File: config.mk
export PLATFORM = sky130hd
export DESIGN_NAME = cesc_error_status
export DESIGN_NICKNAME = d
export VERILOG_FILES = /design/src/core/cesc_pkg.sv /design/src/core/cesc_error_status.sv
export SDC_FILE = /design/constraint.sdc
export NUM_CORES = 1
export LEC_CHECK = 0
export BUFFER_PORTS_ARGS = -buffer_cell sky130_fd_sc_hd__buf_2
export CAP_MARGIN = 20
export CORE_MARGIN = 5
export CORE_UTILIZATION = 50
export CTS_CLUSTER_SIZE = 24
export DETAILED_ROUTE_END_ITERATION = 12
export PLACE_DENSITY = 0.86
export SLEW_MARGIN = 20
export SYNTH_ARGS = -nofsm -noshare
export SYNTH_HDL_FRONTEND = slang
export SYNTH_SLANG_ARGS = --single-unit
File: constraint.sdc
create_clock -name clk -period 3.3 [get_ports clk]
set_input_delay 0.165 -clock clk [delete_from_list [all_inputs] [get_ports clk]]
set_output_delay 0.165 -clock clk [all_outputs]
set_load 0.005 [all_outputs]
File: src/core/cesc_pkg.sv
package cesc_pkg;
   // register addresses on the peripheral bus (word addressed)
   localparam logic [15:0] ADDR_ERROR_FLAGS = 16'h7106;
   localparam logic [15:0] ADDR_GLOBAL_STATUS = 16'h7107;
   localparam logic [15:0] ADDR_ERROR_COUNTER_VALUES = 16'h7108;

   // error_flags field positions
   localparam int FORM_ERROR_BIT = 8;
   localparam int BIT_ERROR_BIT = 7;
   localparam int STUCK_DOMINANT_BIT = 6;
   localparam int CRC_MISMATCH_BIT = 5;
   localparam int STUFFING_ERROR_BIT = 4;
   localparam int MISSING_ACK_BIT = 3;
   localparam int BUS_OFF_BIT = 2;
   localparam int ERROR_PASSIVE_BIT = 1;
   localparam int WARNING_BIT = 0;

   // global_status field positions
   localparam int SUSPEND_ACK_BIT = 5;
   localparam int CONFIG_GRANT_BIT = 4;
   localparam int POWERDOWN_ACK_BIT = 3;
   localparam int RECEIVING_BIT = 1;
   localparam int TRANSMITTING_BIT = 0;

   // error_counter_values field positions
   localparam int TX_COUNT_LSB = 8;
   localparam int RX_COUNT_LSB = 0;

   // reset values
   localparam logic [4:0] ERR_FLAGS_RESET = 5'h00;
   localparam logic STUCK_DOMINANT_RESET = 1'b1;
   localparam logic CONFIG_GRANT_RESET = 1'b1;
   localparam logic [8:0] TX_COUNT_RESET = 9'h000;
   localparam logic [7:0] RX_COUNT_RESET = 8'h00;

   // fault confinement limits
   localparam logic [8:0] TX_BUS_OFF_LIMIT = 9'h100;
   localparam logic [8:0] TX_PASSIVE_LIMIT = 9'h080;
   localparam logic [7:0] RX_PASSIVE_LIMIT = 8'h80;
   localparam logic [8:0] TX_WARNING_LIMIT = 9'h060;
   localparam logic [7:0] RX_WARNING_LIMIT = 8'h60;
   localparam logic [7:0] RX_RELOAD_VALUE = 8'h78;
   localparam logic [8:0] TX_ERROR_STEP = 9'h008;
   localparam logic [7:0] RX_MAJOR_STEP = 8'h08;

   // bus-off recovery: groups of recessive bits, and groups needed
   localparam logic [3:0] RECOVERY_GROUP_BITS = 4'hb;
   localparam logic [7:0] RECOVERY_GROUPS = 8'h80;
endpackage : cesc_pkg

File: src/core/cesc_error_status.sv
`timescale 1ns/1ps
module cesc_error_status (
   input wire logic clk, // 125 MHz system clock
   input wire logic reset, // synchronous hardware reset, high
   input wire logic soft_reset, // software reset pulse
   input wire logic [15:0] reg_addr, // register address
   input wire logic reg_wr, // write strobe
   input wire logic reg_rd, // read strobe
   input wire logic [15:0] reg_wdata, // write data
   output logic [15:0] reg_rdata, // read data, valid cycle after strobe
   input wire logic bit_tick, // one pulse per sampled bus bit
   input wire logic bus_recessive, // sampled bus level is recessive
   input wire logic form_error_evt, // fixed-form field wrong level
   input wire logic bit_error_evt, // monitored bit mismatch
   input wire logic crc_error_evt, // received crc mismatch
   input wire logic stuff_error_evt, // stuffing rule violated
   input wire logic ack_error_evt, // no acknowledge for our frame
   input wire logic tx_error_evt, // transmitter detected an error
   input wire logic rx_error_evt, // receiver detected an error
   input wire logic rx_major_evt, // receiver error worth eight
   input wire logic tx_ok_evt, // frame transmitted correctly
   input wire logic rx_ok_evt, // frame received correctly
   input wire logic receiving_now, // protocol core receiving
   input wire logic transmitting_now, // protocol core transmitting
   input wire logic bus_idle, // protocol core at bus idle
   input wire logic config_request, // change configuration request
   input wire logic auto_bus_on, // auto bus-on enable
   input wire logic powerdown_request, // power-down request
   input wire logic suspend_in, // external suspend signal
   output logic bus_off_status, // bus-off, blocks traffic
   output logic config_write_granted, // bit timing writes allowed
   output logic suspend_acknowledge, // suspend mode entered
   output logic powerdown_acknowledge, // power-down entered
   output logic config_request_set, // pulse: force config request
   output logic protocol_flags_reset // pulse: reset core flags
);

   logic [4:0] err_flags_q, err_flags_d;
   logic stuck_q;
   logic [8:0] tx_cnt_q, tx_cnt_d;
   logic [7:0] rx_cnt_q, rx_cnt_d;
   logic bus_off_q;
   logic [3:0] rec_bits_q;
   logic recovery_done_q;
   logic grant_q;
   logic suspend_ack_q;
   logic pd_ack_q;
   logic cfg_req_prev_q;
   logic [15:0] rdata_q;
   logic ccr_set_q, flags_reset_q;

   // error flag vector order: form, bit, crc, stuff, ack
   wire logic [4:0] err_evt = {form_error_evt, bit_error_evt, crc_error_evt,
                               stuff_error_evt, ack_error_evt};
   wire logic sel_flags = reg_addr == cesc_pkg::ADDR_ERROR_FLAGS;
   wire logic sel_status = reg_addr == cesc_pkg::ADDR_GLOBAL_STATUS;
   wire logic sel_count = reg_addr == cesc_pkg::ADDR_ERROR_COUNTER_VALUES;
   wire logic [4:0] err_clr = (reg_wr && sel_flags) ?
      {reg_wdata[cesc_pkg::FORM_ERROR_BIT], reg_wdata[cesc_pkg::BIT_ERROR_BIT],
       reg_wdata[cesc_pkg::CRC_MISMATCH_BIT], reg_wdata[cesc_pkg::STUFFING_ERROR_BIT],
       reg_wdata[cesc_pkg::MISSING_ACK_BIT]} : 5'h00;
   wire logic [4:0] err_kept = err_flags_q & ~err_clr;
   wire logic in_frame = receiving_now || transmitting_now || !bus_idle;
   wire logic recessive_bit = bit_tick && bus_recessive;
   wire logic any_reset = reset || soft_reset;

   wire logic error_passive = !bus_off_q &&
      (tx_cnt_q >= cesc_pkg::TX_PASSIVE_LIMIT || rx_cnt_q >= cesc_pkg::RX_PASSIVE_LIMIT);
   wire logic warning = tx_cnt_q >= cesc_pkg::TX_WARNING_LIMIT ||
      rx_cnt_q >= cesc_pkg::RX_WARNING_LIMIT;
   wire logic enter_bus_off = !bus_off_q && tx_cnt_d >= cesc_pkg::TX_BUS_OFF_LIMIT;
   wire logic group_done = recessive_bit &&
      rec_bits_q == cesc_pkg::RECOVERY_GROUP_BITS - 4'h1;
   wire logic reach_recovery = bus_off_q && group_done &&
      rx_cnt_q == cesc_pkg::RECOVERY_GROUPS - 8'h01;
   // leave bus-off only by these two paths, or by a hard or soft reset
   // auto return or software after recovery
   wire logic leave_bus_off = bus_off_q &&
      ((reach_recovery && auto_bus_on) ||
       ((recovery_done_q || reach_recovery) && !auto_bus_on && !config_request));
   // entering configuration mode outside bus-off clears the counters
   wire logic enter_config = config_request && !cfg_req_prev_q && !bus_off_q;
   wire logic count_enable = !bus_off_q && !pd_ack_q;

   // first error only: capture when nothing remains latched
   // a clear in the same cycle as an event lets the event in
   always_comb begin
      err_flags_d = err_kept;
      if (err_kept == 5'h00) begin
         err_flags_d = err_evt;
      end
      // flags cleared on return to bus-on
      if (leave_bus_off) begin
         err_flags_d = 5'h00;
      end
   end

   always_comb begin
      tx_cnt_d = tx_cnt_q;
      if (count_enable) begin
         if (tx_error_evt) begin
            tx_cnt_d = tx_cnt_q + cesc_pkg::TX_ERROR_STEP;
         end else if (tx_ok_evt && tx_cnt_q != 9'h000) begin
            tx_cnt_d = tx_cnt_q - 9'h001;
         end
      end
      if (leave_bus_off || enter_config) begin
         tx_cnt_d = cesc_pkg::TX_COUNT_RESET;
      end
   end

   // kept apart from the transmit side: the bus-off decode reads tx_cnt_d,
   // and one process both writing and reading it would form a loop
   always_comb begin
      rx_cnt_d = rx_cnt_q;
      if (count_enable) begin
         if ((rx_error_evt || rx_major_evt) && rx_cnt_q <= cesc_pkg::RX_PASSIVE_LIMIT) begin
            rx_cnt_d = rx_major_evt ? rx_cnt_q + cesc_pkg::RX_MAJOR_STEP :
                       rx_cnt_q + 8'h01;
         end else if (rx_ok_evt && rx_cnt_q > cesc_pkg::RX_PASSIVE_LIMIT - 8'h01) begin
            rx_cnt_d = cesc_pkg::RX_RELOAD_VALUE;
         end else if (rx_ok_evt && rx_cnt_q != 8'h00) begin
            rx_cnt_d = rx_cnt_q - 8'h01;
         end
      end
      // bus-off: receive count counts recessive groups
      if (bus_off_q && group_done && !recovery_done_q) begin
         rx_cnt_d = rx_cnt_q + 8'h01;
      end
      if (enter_bus_off) begin
         rx_cnt_d = 8'h00;
      end
      if (leave_bus_off || enter_config) begin
         rx_cnt_d = cesc_pkg::RX_COUNT_RESET;
      end
   end

   always_ff @(posedge clk) begin
      if (any_reset) begin
         err_flags_q <= cesc_pkg::ERR_FLAGS_RESET;
         tx_cnt_q <= cesc_pkg::TX_COUNT_RESET;
         rx_cnt_q <= cesc_pkg::RX_COUNT_RESET;
      end else begin
         err_flags_q <= err_flags_d;
         tx_cnt_q <= tx_cnt_d;
         rx_cnt_q <= rx_cnt_d;
      end
   end

   // only a recessive bit clears it, writes have no effect
   always_ff @(posedge clk) begin
      if (any_reset) begin
         stuck_q <= cesc_pkg::STUCK_DOMINANT_RESET;
      end else if (enter_bus_off) begin
         stuck_q <= 1'b1;
      end else if (recessive_bit) begin
         stuck_q <= 1'b0;
      end
   end

   always_ff @(posedge clk) begin
      if (any_reset) begin
         bus_off_q <= 1'b0;
      end else if (enter_bus_off) begin
         bus_off_q <= 1'b1;
      end else if (leave_bus_off) begin
         bus_off_q <= 1'b0;
      end
   end

   // consecutive recessive bit counter, dominant restarts it
   always_ff @(posedge clk) begin
      if (any_reset || !bus_off_q) begin
         rec_bits_q <= 4'h0;
      end else if (bit_tick && !bus_recessive) begin
         rec_bits_q <= 4'h0;
      end else if (group_done) begin
         rec_bits_q <= 4'h0;
      end else if (recessive_bit) begin
         rec_bits_q <= rec_bits_q + 4'h1;
      end
   end

   // recovery stays complete until software releases the request
   always_ff @(posedge clk) begin
      if (any_reset || !bus_off_q || leave_bus_off) begin
         recovery_done_q <= 1'b0;
      end else if (reach_recovery) begin
         recovery_done_q <= 1'b1;
      end
   end

   // request config mode when bus-off without auto
   // protocol flags reset pulse on bus-on
   always_ff @(posedge clk) begin
      if (any_reset) begin
         ccr_set_q <= 1'b0;
         flags_reset_q <= 1'b0;
      end else begin
         ccr_set_q <= enter_bus_off && !auto_bus_on;
         flags_reset_q <= leave_bus_off;
      end
   end

   // previous request level, for the configuration-entry edge
   always_ff @(posedge clk) begin
      if (any_reset) begin
         cfg_req_prev_q <= 1'b0;
      end else begin
         cfg_req_prev_q <= config_request;
      end
   end

   // acknowledges wait for the frame on the bus to end, so the
   // latency runs from one clock up to one frame
   wire logic frame_gap = !in_frame;
   // bus-off has no frames to wait for, so configuration is granted at once
   wire logic grant_allowed = frame_gap || bus_off_q;

   // grant held only while request set
   cesc_ack_latch #(
      .RESET_VALUE(cesc_pkg::CONFIG_GRANT_RESET)
   ) grant_ack (
      .clk(clk),
      .clear(any_reset),
      .request(config_request),
      .allowed(grant_allowed),
      .ack(grant_q)
   );

   cesc_ack_latch #(
      .RESET_VALUE(1'b0)
   ) suspend_ack (
      .clk(clk),
      .clear(any_reset),
      .request(suspend_in),
      .allowed(frame_gap),
      .ack(suspend_ack_q)
   );

   // software relies on this before stopping clocks
   cesc_ack_latch #(
      .RESET_VALUE(1'b0)
   ) powerdown_ack (
      .clk(clk),
      .clear(any_reset),
      .request(powerdown_request),
      .allowed(frame_gap),
      .ack(pd_ack_q)
   );

   // read images; unmapped addresses and reserved bits read zero
   // status bits 2..0 come from state, not storage
   wire logic [15:0] flags_image = {7'h00, err_flags_q[4], err_flags_q[3], stuck_q,
      err_flags_q[2], err_flags_q[1], err_flags_q[0], bus_off_q, error_passive, warning};
   // receive and transmit bits follow the protocol core directly
   wire logic [15:0] status_image = {10'h000, suspend_ack_q, grant_q, pd_ack_q, 1'b0,
      receiving_now, transmitting_now};
   // transmit count high byte, receive count low byte
   // transmit bit 8 feeds the warning and passive compares and is not shown
   wire logic [15:0] count_image = {tx_cnt_q[7:0], rx_cnt_q};
   wire logic [15:0] read_mux = sel_flags ? flags_image :
      sel_status ? status_image : sel_count ? count_image : 16'h0000;

   // only a hardware reset clears the read word; a soft reset keeps it
   always_ff @(posedge clk) begin
      if (reset) begin
         rdata_q <= 16'h0000;
      end else if (reg_rd) begin
         rdata_q <= read_mux;
      end
   end

   assign reg_rdata = rdata_q;
   // the core blocks all traffic while this is high
   assign bus_off_status = bus_off_q;
   assign config_write_granted = grant_q;
   assign suspend_acknowledge = suspend_ack_q;
   assign powerdown_acknowledge = pd_ack_q;
   assign config_request_set = ccr_set_q;
   assign protocol_flags_reset = flags_reset_q;
endmodule : cesc_error_status

// one acknowledge: follows its request, but only rises once the bus lets it
module cesc_ack_latch #(
   parameter logic RESET_VALUE = 1'b0
) (
   input wire logic clk, // system clock
   input wire logic clear, // hardware or software reset
   input wire logic request, // request level
   input wire logic allowed, // no frame in progress, or bus-off for the grant
   output logic ack // registered acknowledge
);
   logic ack_q;

   // a dropped request wins over a grant in the same cycle
   always_ff @(posedge clk) begin
      if (clear) begin
         ack_q <= RESET_VALUE;
      end else if (!request) begin
         ack_q <= 1'b0;
      end else if (allowed) begin
         ack_q <= 1'b1;
      end
   end

   assign ack = ack_q;
endmodule : cesc_ack_latch

# Word-level counts from Yosys, hierarchy flattened
# Cells that the tools add are included.
# totals
ff_bits	51
input_bits	56
out_inout_bits	22
word_cells	111
# op_classes
add_sub_neg	6
order_cmp	7
eq_ne	6
mux	19
bitwise_logic	4
reduce_logical	55
# ops
op	count
$eq A16 B15 Y1 const B	3
$mux W16	3
$mux W8	6
$mux W9	4
$logic_and A1 B1 Y1	21
$logic_or A1 B1 Y1	12
$mux W5	2
$add A9 B4 Y9 const B	1
$ge A9 B7 Y1 const B	1
$ge A9 B8 Y1 const B	1
$ge A9 B9 Y1 const B	1
$logic_not A1 Y1	9
$reduce_bool A9 Y1	1
$sub A9 B1 Y9 const B	1
$add A8 B1 Y8 const B	1
$add A8 B4 Y8 const B	1
$eq A8 B7 Y1 const B	1
$ge A8 B7 Y1 const B	1
$ge A8 B8 Y1 const B	1
$gt A8 B7 Y1 const B	1
$le A8 B8 Y1 const B	1
$reduce_bool A8 Y1	1
$reduce_or A2 Y1	4
$sub A8 B1 Y8 const B	1
12 further kinds	18

# Longest topological paths before layout
# logic_depth
word_depth	14
mapped_depth	8

# By module
# A second synthesis with hierarchy kept.
# hier_totals
hier_cells	377
hier_area_um2	3089.2
# by_module_without_submodules
mod	n_inst	cells_per_inst	area_each_um2	seq_area_each_um2
cesc_error_status	1	368	2985.4	960.9
cesc_ack_latch (powerdown_ack ...)	2	3	36.3	20.0
cesc_ack_latch (grant_ack)	1	3	31.3	20.0

# Worst setup path after synthesis
# OpenSTA, ideal clock, no wires.
# synth_path
path_type	reg-to-reg
startpoint	register rx_cnt_q[3]
endpoint	register rx_cnt_q[4]
t_arrival_ns	2.188
required_ns	3.175
path_slack_ns	0.987
stages_incl_launch_ff	9
path_buffers	1
cell_sequence	dfxtp_1 > clkbuf_1 > inv_1 > ha_1 > nor2b_1 > a32oi_1 > or4b_2 > o221ai_1 > a211oi_1
# synth_via
elab_chain_len	12
word_cells_on_any_way	30
classes_between	add/sub (3); order compare (3); eq/ne (1); mux (7); reduce/logical (16)
# synth_rtl
item	line	rtl
from (decl)	cesc_error_status.sv:41	logic [7:0] rx_cnt_q, rx_cnt_d;
from (signal assigned)	cesc_error_status.sv:142	rx_cnt_q <= cesc_pkg::RX_COUNT_RESET;
from (signal assigned)	cesc_error_status.sv:146	rx_cnt_q <= rx_cnt_d;
$eq A8 B7 Y1	cesc_error_status.sv:75	rx_cnt_q == cesc_pkg::RECOVERY_GROUPS - 8'h01;
$logic_and A1 B1 Y1	cesc_error_status.sv:74	wire logic reach_recovery = bus_off_q && group_done &&
$logic_or A1 B1 Y1	cesc_error_status.sv:80	((recovery_done_q || reach_recovery) && !auto_bus_on && !config_request));
$logic_and A1 B1 Y1 (2 in series)	cesc_error_status.sv:80	
$logic_or A1 B1 Y1	cesc_error_status.sv:79	((reach_recovery && auto_bus_on) ||
$logic_and A1 B1 Y1	cesc_error_status.sv:78	wire logic leave_bus_off = bus_off_q &&
$logic_or A1 B1 Y1	cesc_error_status.sv:107, cesc_error_status.sv:133	
$mux W9	cesc_error_status.sv:107	if (leave_bus_off || enter_config) begin
$ge A9 B9 Y1	cesc_error_status.sv:71	wire logic enter_bus_off = !bus_off_q && tx_cnt_d >= cesc_pkg::TX_BUS_OFF_LIMIT;
$logic_and A1 B1 Y1	cesc_error_status.sv:71	
$reduce_or A3 Y1 (no line)	--	
# Parallel ways exist; a longest one is shown, timed or not. The select of a mux whose other input is x is not followed.
# A chain may end at the register's enable or synchronous reset.

# Worst setup path in the final report
# Ends and elaborated chain as after synthesis.

==> metrics <==
die height 89.6 um; first-pass GRT wire length 14100 um; Synth top cells by count dfxtp_1, nor2_1, nand2_1, a21oi_1, clkbuf_1; Min-Delay Path Class in -> reg; Hold Crit Depth 2; layout cells sized above 1 0.222; Slew @ Worst Pin 0.902 ns; Fin Setup TNS 0 ns; level count of the clock H-tree 2; hold endpoint protocol_flags_reset; Fin. Hold Viols 0; unrepaired setup endpoints after global routing no; Startpoint Class flop; final worst path period share 0.740; M1 wire length 3830 um; Reg clk slew, reported paths 0.09 ns; Avg Inst Size Synth 8.22 um^2; TritonCTS buffer count 5; gpl congestion 0.987; Area contributors post-synth dfxtp_1, ha_1, nor2_1; Yosys cell types 71; pwr dens 360 nW/um^2; worst reg2reg path startpoint rx_cnt_q[3]; maximum vdd drop 0.299 mV; Tmin final 2.44 ns; hold path startpoint soft_reset; IO buf count 66; asr flop ratio synth 0; Top Layer Used met4; drt first pass iters 5; Slew headroom 0.393; Reg2Reg Capture Point rx_cnt_q[4]; pre-CTS setup slack 0.917 ns; die width 89.6 um; post-layout net count 506; design area 3650 um^2; Root Buffer clkbuf_8; hpwl dp 6690 um; antenna-violating nets left 0; Clock Sinks 51; Final Max Tran Viols 0; post-synthesis sequential area ratio 0.322; CP Launch Point rx_cnt_q[3]; vias in the first global route 2963; most common cell in the netlist dfxtp_1; Area Growth Syn to Fin 15.2%; Starting Density 0.505; Leak 1.47 nW; status finished, final reports clean; area of the multi-input gates 1990 um^2; Vias/cell 6.54; FP Rows 29; CTS tree yes; Worst R2R Setup Slack 0.86 ns; die area 8040 um^2; skew final 0.00300 ns; Setup-failing EPs final 0; routed vias 3389; wire per inst 17.5 um; gr ovfl total 0; Crit Path Max Fanout 12; maxcap violations 0; IO Count 78; fillers 546; Synth area leader dfxtp_1; Seq. cell area 1020 um^2; PnR worst setup slack 0.857 ns; Hold Slack 0.0396 ns; FF-to-FF path depth 8; critical path required time 3.50 ns; WP data arrival 2.64 ns; Post-CTS Hold Buffers 0; worst-skew pair later-pin latency 0.31 ns; DR iter-0 viols 563; initial antenna violation count 0; largest net degree at the start of global routing 28; top achievable clock speed 409 MHz; DRC viols 0; n_diodes 0; Main synth FF type dfxtp_1; met3 WL post-DR 719 um; All-Layer GR Usage 0.220; Synth Register Bits 51; drt total wl 9080 um; type of the worst setup path reg -> reg; Max clock buf depth 2; Crit. End Element flop; placed instance area 3540 um^2; warnings from Yosys 0; # Post-CTS Setup Buffers 0; Syn Inst Count 386; Post-synth EDFFs 0; post-synth top area share 0.322; core area 6280 um^2; Mapped Nets 452; synthesized area 3170 um^2; CTS resizes 0; met2 WL 4260 um
==> layer usage <==
metal  up-vias  global-route usage
met4         0              0.0825
met1      1580               0.300
met5         -                   0
li1       1586                   -
met3        30              0.0474
met2       193               0.342
==> metrics by stage <==
| step | utilization | std cells | power (mW) |
|---|---|---|---|
| floorplan | - | 386 | 0.795 |
| global placement | 0.563 | 510 | 0.861 |
| detailed placement | 0.563 | 510 | 0.868 |
| CTS | 0.582 | 518 | 1.32 |
| global route | 0.582 | 518 | 1.37 |
| finish | 0.582 | 518 | 1.31 |
==> area by class of cell <==
class	instances	share of cell area
Clock buffer	6	0.0226
Inverter	16	0.0164
Tap cell	77	0.0264
Sequential cell	51	0.279
Clock inverter	2	0.00959
Timing Repair Buffer	71	0.101
Multi-Input combinational cell	295	0.545
==> report_power, final <==
part	leakage, nW	switching (mW)	internal [mW]
clock network	0.0612	0.208	0.245
registers	0.414	0.0200	0.631
logic	0.997	0.118	0.0913
==> worst max-delay path by stage <==
stage,end,cells past startpoint
3_3_place_gp,rx_cnt_q[4],8
5_1_grt,rx_cnt_q[3],5
2_1_floorplan,rx_cnt_q[4],8
4_1_cts,rx_cnt_q[4],8
3_5_place_dp,rx_cnt_q[4],8
6_report,rx_cnt_q[4],8
==> flip-flops by register name (all words and copies together), names as in the netlist, 4 cells and up <==
register	flops
rec_bits_q	4
tx_cnt_q	9
err_flags_q	5
rx_cnt_q	8
reg_rdata	16
==> cells in the final DEF (no fill, tap or decap), types with 4 or more instances in the layout <==
cell type	synthesis	routed
nor2_1	33	33
nor4_1	6	6
o21ai_0	10	10
buf_4	0	5
and2_1	6	6
nand3_1	11	11
o21ai_2	4	4
inv_1	16	16
a21oi_1	21	21
a222oi_1	4	4
or3_1	5	5
clkbuf_8	0	6
and3_1	4	4
a211oi_1	16	16
nand4b_1	5	5
dfxtp_1	51	51
nand4_1	13	13
a31oi_1	5	5
o31ai_1	4	4
nor2b_1	11	11
nand2b_1	4	4
o211a_1	4	4
nor3b_1	5	5
ha_1	10	10
nor3_1	9	9
o22ai_1	7	7
nand2_1	24	24
buf_2	2	66
a22oi_1	7	7
xor2_1	5	5
==> logic make-up (layout without fill, tap and decap cells) <==
| logic type | Yosys count | in the layout | share of synthesized area |
|---|---|---|---|
| multiplexers | 2 | 2 | 0.00631 |
| XOR/XNOR | 8 | 8 | 0.0221 |
| buffers and inverters | 40 | 95 | 0.0505 |
| adder cells (fa/ha/maj) | 10 | 10 | 0.0394 |
| AO/OA/AOI/OAI | 121 | 121 | 0.282 |
| AND/OR/NAND/NOR | 154 | 154 | 0.278 |
| flip-flops | 51 | 51 | 0.322 |
==> worst max-delay path: stages (launching register included) <==
cell	delay [ns]
dfxtp_1	0.59
inv_1	0.12
ha_1	0.27
nor2b_1	0.18
a32oi_1	0.21
buf_4	0.18
or4b_2	0.58
o221ai_1	0.10
a211oi_1	0.10
Power figures use the tool's default switching activity.
